**src/logic/ident_chain_pkg.sv**
```systemverilog
// Package for the module identification chain
package ident_chain_pkg;
  localparam int ADDR_W = 16;
  localparam int DATA_W = 16;
  localparam logic [7:0] ID_PORT_HI = 8'h00;
  localparam logic [7:0] ID_PORT_LO = 8'h00;
  localparam logic [7:0] BASE_RESET = 8'h00;
  localparam logic [DATA_W-1:0] TYPE_STATE_WORD = 16'h5a01;
  // Field positions of the base byte and the register offset
  localparam int BASE_MSB = 15;
  localparam int BASE_LSB = 8;
  localparam int OFFS_MSB = 7;
  localparam int OFFS_LSB = 0;

  typedef struct packed {
    logic rd;
    logic wr;
    logic [ADDR_W-1:0] addr;
    logic [DATA_W-1:0] wdata;
  } io_req_s;

  typedef enum logic [2:0] {
    ST_IDLE = 3'b001,
    ST_ENABLED = 3'b010,
    ST_ENUMERATED = 3'b100
  } chain_state_e;
endpackage

```
**src/logic/ident_chain.sv**
```systemverilog
// Peripheral-side identification and base address decode on a daisy chain
// Behaviour
// - Power-up, manual or commanded reset returns module to unenumerated state.
// - After reset only a module whose left neighbour enables it responds.
// - Enabled unenumerated module answers identification port reads with type/state word.
// - Port zero write stores base address and raises chain enable output on the same clock edge.
// - After enumeration, identification port reads and writes are ignored until reset or until chain enable input drops.
// - Base address may be reprogrammed at any time after enumeration.
// - On power-up the chain enable output flip-flop is cleared low.
// - While chain enable input is low, stored base address is held cleared.
// - Enabled but not yet passing on, the module answers at address zero.
// - Stored base selects upper address byte, programmable 01h to FFh.
`timescale 1ns/1ps
`default_nettype none
module ident_chain
(
  // Clock and reset
  input wire logic sys_clk,
  input wire logic nrst,
  // Commanded reset from host
  input wire logic soft_reset,
  // Chain
  input wire logic chain_enable_in,
  output logic chain_enable_out,
  // Host I/O cycle
  input wire ident_chain_pkg::io_req_s io_req,
  output logic [ident_chain_pkg::DATA_W-1:0] rdata,
  output logic rdata_valid,
  // Own register space select
  output logic own_sel,
  output logic [7:0] own_offset,
  output logic [7:0] base_addr
);
  import ident_chain_pkg::*;

  chain_state_e state, next_state;
  logic next_chain_enable_out;
  logic [7:0] next_base_addr;
  logic [DATA_W-1:0] next_rdata;
  logic next_rdata_valid;
  logic next_own_sel;
  logic [7:0] next_own_offset;
  logic id_hit;

  function automatic logic is_id_port(input logic [ADDR_W-1:0] a);
    return a == {ID_PORT_HI, ID_PORT_LO};
  endfunction

  // Upper byte picks the module, low byte the register inside it
  function automatic logic [7:0] upper_byte(input logic [ADDR_W-1:0] v);
    return v[BASE_MSB:BASE_LSB];
  endfunction

  function automatic logic [7:0] lower_byte(input logic [ADDR_W-1:0] v);
    return v[OFFS_MSB:OFFS_LSB];
  endfunction

  // Responds at port zero only while enabled and not yet passing on
  assign id_hit = chain_enable_in && !chain_enable_out && is_id_port(io_req.addr);

  always_comb begin
    next_state = state;
    next_chain_enable_out = chain_enable_out;
    next_base_addr = base_addr;
    next_rdata = rdata;
    next_rdata_valid = 1'b0;
    next_own_sel = 1'b0;
    next_own_offset = own_offset;
    if (soft_reset) begin
      next_state = ST_IDLE;
      next_chain_enable_out = 1'b0;
      next_base_addr = BASE_RESET;
    end else if (!chain_enable_in) begin
      // Upstream lost its enable, so this module drops back too
      next_state = ST_IDLE;
      next_chain_enable_out = 1'b0;
      next_base_addr = BASE_RESET;
    end else begin
      case (state)
        ST_IDLE: begin
          next_state = ST_ENABLED;
        end
        ST_ENABLED: begin
          if (id_hit && io_req.rd) begin
            next_rdata = TYPE_STATE_WORD;
            next_rdata_valid = 1'b1;
          end else if (id_hit && io_req.wr && upper_byte(io_req.wdata) != BASE_RESET) begin
            // Zero is refused: it would alias the identification port
            next_base_addr = upper_byte(io_req.wdata);
            next_chain_enable_out = 1'b1;
            next_state = ST_ENUMERATED;
          end
        end
        ST_ENUMERATED: begin
          // Port zero no longer decoded here
          if (upper_byte(io_req.addr) == base_addr && (io_req.rd || io_req.wr)) begin
            next_own_sel = 1'b1;
            next_own_offset = lower_byte(io_req.addr);
            if (io_req.wr && lower_byte(io_req.addr) == ID_PORT_LO
                && upper_byte(io_req.wdata) != BASE_RESET) begin
              next_base_addr = upper_byte(io_req.wdata);
            end
          end
        end
        default: next_state = ST_IDLE;
      endcase
    end
  end

  always_ff @(posedge sys_clk or negedge nrst) begin
    if (!nrst) begin
      state <= ST_IDLE;
      chain_enable_out <= 1'b0;
      base_addr <= BASE_RESET;
      rdata <= '0;
      rdata_valid <= 1'b0;
      own_sel <= 1'b0;
      own_offset <= '0;
    end else begin
      state <= next_state;
      chain_enable_out <= next_chain_enable_out;
      base_addr <= next_base_addr;
      rdata <= next_rdata;
      rdata_valid <= next_rdata_valid;
      own_sel <= next_own_sel;
      own_offset <= next_own_offset;
    end
  end

  property p_out_low_when_in_low;
    @(posedge sys_clk) disable iff (!nrst)
    !chain_enable_in |=> !chain_enable_out;
  endproperty
  a_out_low_when_in_low: assert property (p_out_low_when_in_low)
    else $error("chain enable out high while input low");

  property p_soft_reset;
    @(posedge sys_clk) disable iff (!nrst)
    soft_reset |=> !chain_enable_out && base_addr == BASE_RESET;
  endproperty
  a_soft_reset: assert property (p_soft_reset)
    else $error("commanded reset did not clear module");

  property p_id_read;
    @(posedge sys_clk) disable iff (!nrst)
    !soft_reset && chain_enable_in && state == ST_ENABLED && io_req.rd && is_id_port(io_req.addr)
      |=> rdata_valid && rdata == TYPE_STATE_WORD;
  endproperty
  a_id_read: assert property (p_id_read)
    else $error("identification read not answered");

  property p_id_write;
    @(posedge sys_clk) disable iff (!nrst)
    !soft_reset && chain_enable_in && state == ST_ENABLED && io_req.wr && !io_req.rd
      && is_id_port(io_req.addr) && upper_byte(io_req.wdata) != BASE_RESET
      |=> chain_enable_out && base_addr == $past(io_req.wdata[BASE_MSB:BASE_LSB]);
  endproperty
  a_id_write: assert property (p_id_write)
    else $error("base write did not store and pass enable");

  property p_ignore_after;
    @(posedge sys_clk) disable iff (!nrst)
    chain_enable_out && io_req.rd && is_id_port(io_req.addr) |=> !rdata_valid;
  endproperty
  a_ignore_after: assert property (p_ignore_after)
    else $error("port zero answered after enumeration");

  property p_clear_base;
    @(posedge sys_clk) disable iff (!nrst)
    !chain_enable_in |=> base_addr == BASE_RESET;
  endproperty
  a_clear_base: assert property (p_clear_base)
    else $error("base not cleared while input low");

  property p_own_sel;
    @(posedge sys_clk) disable iff (!nrst)
    own_sel |-> $past(chain_enable_out) && $past(io_req.addr[15:8]) == $past(base_addr);
  endproperty
  a_own_sel: assert property (p_own_sel)
    else $error("own select without matching upper byte");

  property p_base_nonzero;
    @(posedge sys_clk) disable iff (!nrst)
    chain_enable_out |-> base_addr != BASE_RESET;
  endproperty
  a_base_nonzero: assert property (p_base_nonzero)
    else $error("enumerated with base zero");

  property p_reprogram;
    @(posedge sys_clk) disable iff (!nrst)
    !soft_reset && chain_enable_in && state == ST_ENUMERATED && io_req.wr
      && io_req.addr == {base_addr, ID_PORT_LO} && upper_byte(io_req.wdata) != BASE_RESET
      |=> base_addr == $past(io_req.wdata[BASE_MSB:BASE_LSB]);
  endproperty
  a_reprogram: assert property (p_reprogram)
    else $error("base reprogram not taken");

  property p_silent_unenabled;
    @(posedge sys_clk) disable iff (!nrst)
    !chain_enable_in |=> !rdata_valid && !own_sel;
  endproperty
  a_silent_unenabled: assert property (p_silent_unenabled)
    else $error("module answered while not enabled");

  // Any write outside the own range must leave the base alone
  property p_base_held;
    @(posedge sys_clk) disable iff (!nrst)
    chain_enable_out && chain_enable_in && !soft_reset
      && !(io_req.wr && upper_byte(io_req.addr) == base_addr)
      |=> base_addr == $past(base_addr);
  endproperty
  a_base_held: assert property (p_base_held)
    else $error("base changed without a write to own range");

  property p_no_own_before_enum;
    @(posedge sys_clk) disable iff (!nrst)
    !chain_enable_out |=> !own_sel;
  endproperty
  a_no_own_before_enum: assert property (p_no_own_before_enum)
    else $error("own select before enumeration");

  c_id_read: cover property (@(posedge sys_clk) disable iff (!nrst) rdata_valid);
  c_enum: cover property (@(posedge sys_clk) disable iff (!nrst) $rose(chain_enable_out));
  c_own: cover property (@(posedge sys_clk) disable iff (!nrst) own_sel);
  c_reprog: cover property (@(posedge sys_clk) disable iff (!nrst)
    chain_enable_out && $changed(base_addr));
endmodule
`default_nettype wire

```
**config.mk**
```make
export PLATFORM = sky130hd
export DESIGN_NAME = ident_chain
export DESIGN_NICKNAME = d
export VERILOG_FILES = /design/src/logic/ident_chain_pkg.sv /design/src/logic/ident_chain.sv
export SDC_FILE = /design/constraint.sdc
export NUM_CORES = 1
export LEC_CHECK = 0
export BUFFER_PORTS_ARGS = -buffer_cell sky130_fd_sc_hd__buf_4
export CORE_UTILIZATION = 35
export DETAILED_ROUTE_END_ITERATION = 8
export GPL_TIMING_DRIVEN = 0
export PLACE_DENSITY = 0.67
export SYNTH_ARGS = -nofsm -noshare
export SYNTH_HDL_FRONTEND = slang
export SYNTH_SLANG_ARGS = --single-unit
```
**constraint.sdc**
```tcl
create_clock -name sys_clk -period 2.45 [get_ports sys_clk]
set_input_delay 0.245 -clock sys_clk [delete_from_list [all_inputs] [get_ports sys_clk]]
set_output_delay 0.245 -clock sys_clk [all_outputs]
set_load 0.01 [all_outputs]
```
==> summary.md <==
| Metric | Value |
|---|---|
| CTS Buf Count | 3 |
| Worst Setup Path Type | flip-flop to flip-flop |
| Leak Pwr | 0.000950 uW |
| Largest net degree at the start of global routing | 24 |
| Die area | slightly below 0.004 mm2 |
| Post-Syn Instances | 123 |
| Clk_skew | 0.00215 ns |
| Mapped Area | 0.00127 mm2 |
| Sequential share of the synthesized area | 0.455 |
| CTS max path bufs | 2 |
| Flop-to-flop setup slack | 0.34 ns |
| Place WS | just over 0.4 ns |
| Most common cell after layout, fill and taps aside | buf_4 |
| WHS | 0.129 ns |
| Most frequent cells in the layout | buf_4 (68), nand2_1 (26), dfrtp_1 (22) |
| Die Y-Extent | 62.2 um |
| Worst hold path class | input port to flip-flop |
| Fmax achieved | about 470 MHz |
| Initial core utilization | 0.371 |
| RSZ-0062 raised after global routing | false |
| TritonCTS clock tree | done |
| Pre-Repair DR Iteration Count | 4 |
| Critical Path End Type | flip-flop |
| Async SR Flop Fraction | 1.00 |
| IO Pins | 73 |
| Yosys warns | 0 |
| Final Hold Vio Count | 0 |
| Worst path slowest cell | nor4b_1 |
| Max Cap Viol | 0 |
| Initial antenna violation count | 0 |
| First-pass GRT wire length | 5050 um |
| Width of the die | 62.2 um |
| Setup TNS Final | 0 ns |
| Peak VDD IR | 0.198 mV |
| Tmin final | 2.11 ns |
| Routed via count | 1115 |
| Worst hold path depth | 3 |
| Synth area leader | dfrtp_1 |
| CP max stage delay | roughly 0.57 ns |
| Vias per cell | between 4 and 5 |
| CP startpoint kind | flip-flop |
| Crit. path cell count | 5 |
| Period utilization | 0.860 |
| Number of distinct library cells after synthesis | 32 |
| N_diodes | 0 |
| Total power per unit cell area | 369 mW/mm2 |
| Clk_lat worst skew | 0.32 ns |
| First DRT Iteration DRCs | 34 |
| Gr ovfl total | 0 |
| Post-synth top flop | dfrtp_1 |
| H-tree Lvls | 1 |
| Final setup viols | 0 |
| Wirelength per Cell | ~13 um |
| All-layer global routing usage | 0.164 |
| R2R depth | 5 |
| Post-synthesis area per instance | approximately 10 um2 |
| Final worst-path setup slack | 0.342 ns |
| # clock sinks | 23 |
| # Post-CTS Setup Buffers | 0 |
| Post-DP HPWL | 2430 um |
| Standard-cell rows | 21 |
| RePlAce Congestion | between 0.8 and 0.9 |
| Port bufs | 53 |
| Remaining DRCs | 0 |
| Routed WL | 2980 um |
| CP Buf/Inv Count | 0 |
| Status | completed |
| Min-Delay Endpoint | own_offset[4] |
| Tightest Pin Transition | slightly below 0.6 ns |
| FF-to-FF Start | chain_enable_out |
| Synth Register Bits | 23 |
| HP Start | io_req[20] |
| Root Driver | clkbuf_4 |
| Delay-heaviest family, CP | simple AND/OR/NAND/NOR gates |
| Worst rel slew slack | 0.605 |
| Core area | 0.00342 mm2 |
| Number of global-route vias before repair | 1101 |
| Post-synth EDFFs | 0 |
| CP Max Fanout | 8 |
| Worst Path Required | 2.67 ns |
| Worst EP arrival | 2.33 ns |
| Largest cells by area after synthesis | dfrtp_1 (43%), buf_4 (8.9%), nand2_1 (7.7%), a22o_1 (5.5%), xor2_1 (5.5%) |
| Layout cells sized above 1 | 0.440 |
| Area growth, synth to finish | 41.8% |
| Nets | 230 |
| Reg-to-reg critical path endpoint | base_addr[7] |
| Cell Chain, Critical Path | nor4b_1 > and4_1 > a31oi_1 > o31a_1 > a22o_1 |
| Clock transition at the registers of the reported paths | 0.12 ns |
| Fin. max-slew vios | 0 |
| Synth top area share | 0.434 |
| Detail Route Antenna Nets | 0 |
## state kept, by name, summed over array words and instances (netlist names)
| name | count |
|---|---|
| chain_enable_out | 1 |
| base_addr | 8 |
| own_offset | 8 |
| rdata_valid | 1 |
| rdata | 1 |
| own_sel | 1 |
| state | 3 |
## repair_timing
item	CTS	global route
resized for setup	0	0
setup endpoints to repair	0	0
hold buffers	1	0
hold endpoints to repair	22	0
## worst max-delay path by stage
stage / from / endpoint / slack, ns
after floorplan: chain_enable_out / base_addr[0] / 0.64
after global placement: chain_enable_out / base_addr[6] / 0.48
after detailed placement: chain_enable_out / base_addr[1] / 0.41
after CTS: chain_enable_out / base_addr[1] / 0.40
after global routing: chain_enable_out / base_addr[1] / 0.25
final: chain_enable_out / base_addr[7] / 0.34
## worst min-delay path, cell delays in order
cell,delay (ns)
buf_4,0.09
nand2_1,0.04
nand2_1,0.05
## cells by family (layout without fill, tap and decap cells)
kind of cell | Yosys count | count (layout) | synth area share
XOR/XNOR | 9 | 9 | 0.0621
flip-flops | 23 | 23 | 0.455
AO/OA/AOI/OAI | 15 | 15 | 0.0996
other | 1 | 11 | 0.00296
AND/OR/NAND/NOR | 59 | 59 | 0.288
buffers and inverters | 16 | 74 | 0.0927
## power breakdown
| part | switching (uW) | internal (uW) |
|---|---|---|
| Clock | 117 | 61.2 |
| Sequential | 3.52 | 383 |
| Combinational | 47.3 | 53.2 |
## cell type report
class	count	area [um2]
clock inverter	1	5.00
buffer	16	118
sequential	23	577
fill	333	1620
multi-input combinational	94	612
timing repair buffer	54	408
clock buffer	3	22.5
tap	46	57.6
## synth_stat cells, types with 2 or more instances
master and count:
nand2_1 26, dfrtp_1 22, buf_4 15, a22o_1 8, xor2_1 8, nor2_1 6, nand3_1 3, nor4_1 3
nor4_2 3, nor4b_1 3, and4_1 2, nor3b_1 2, o21ai_0 2, or4b_2 2
## per-stage QoR
step / std cells / util / total power (uW) / cell area, um2
after floorplan: 133 / - / 435 / 1310
after global placement: 232 / 0.516 / 491 / 1760
after detailed placement: 232 / 0.516 / 493 / 1760
after CTS: 237 / 0.527 / 671 / 1800
after global routing: 237 / 0.527 / 696 / 1800
final: 237 / 0.527 / 665 / 1800
## per-layer routing
layer,global-route usage,part of all wire,routed length (um),vias to the layer above
met5,0,0,0,-
met4,0.0785,0.019,57,0
met3,0.0184,0.042,125,5
met2,0.276,0.52,1560,38
met1,0.211,0.42,1240,525
li1,-,-,-,547
No activity file was read; power rests on OpenSTA's default activity.
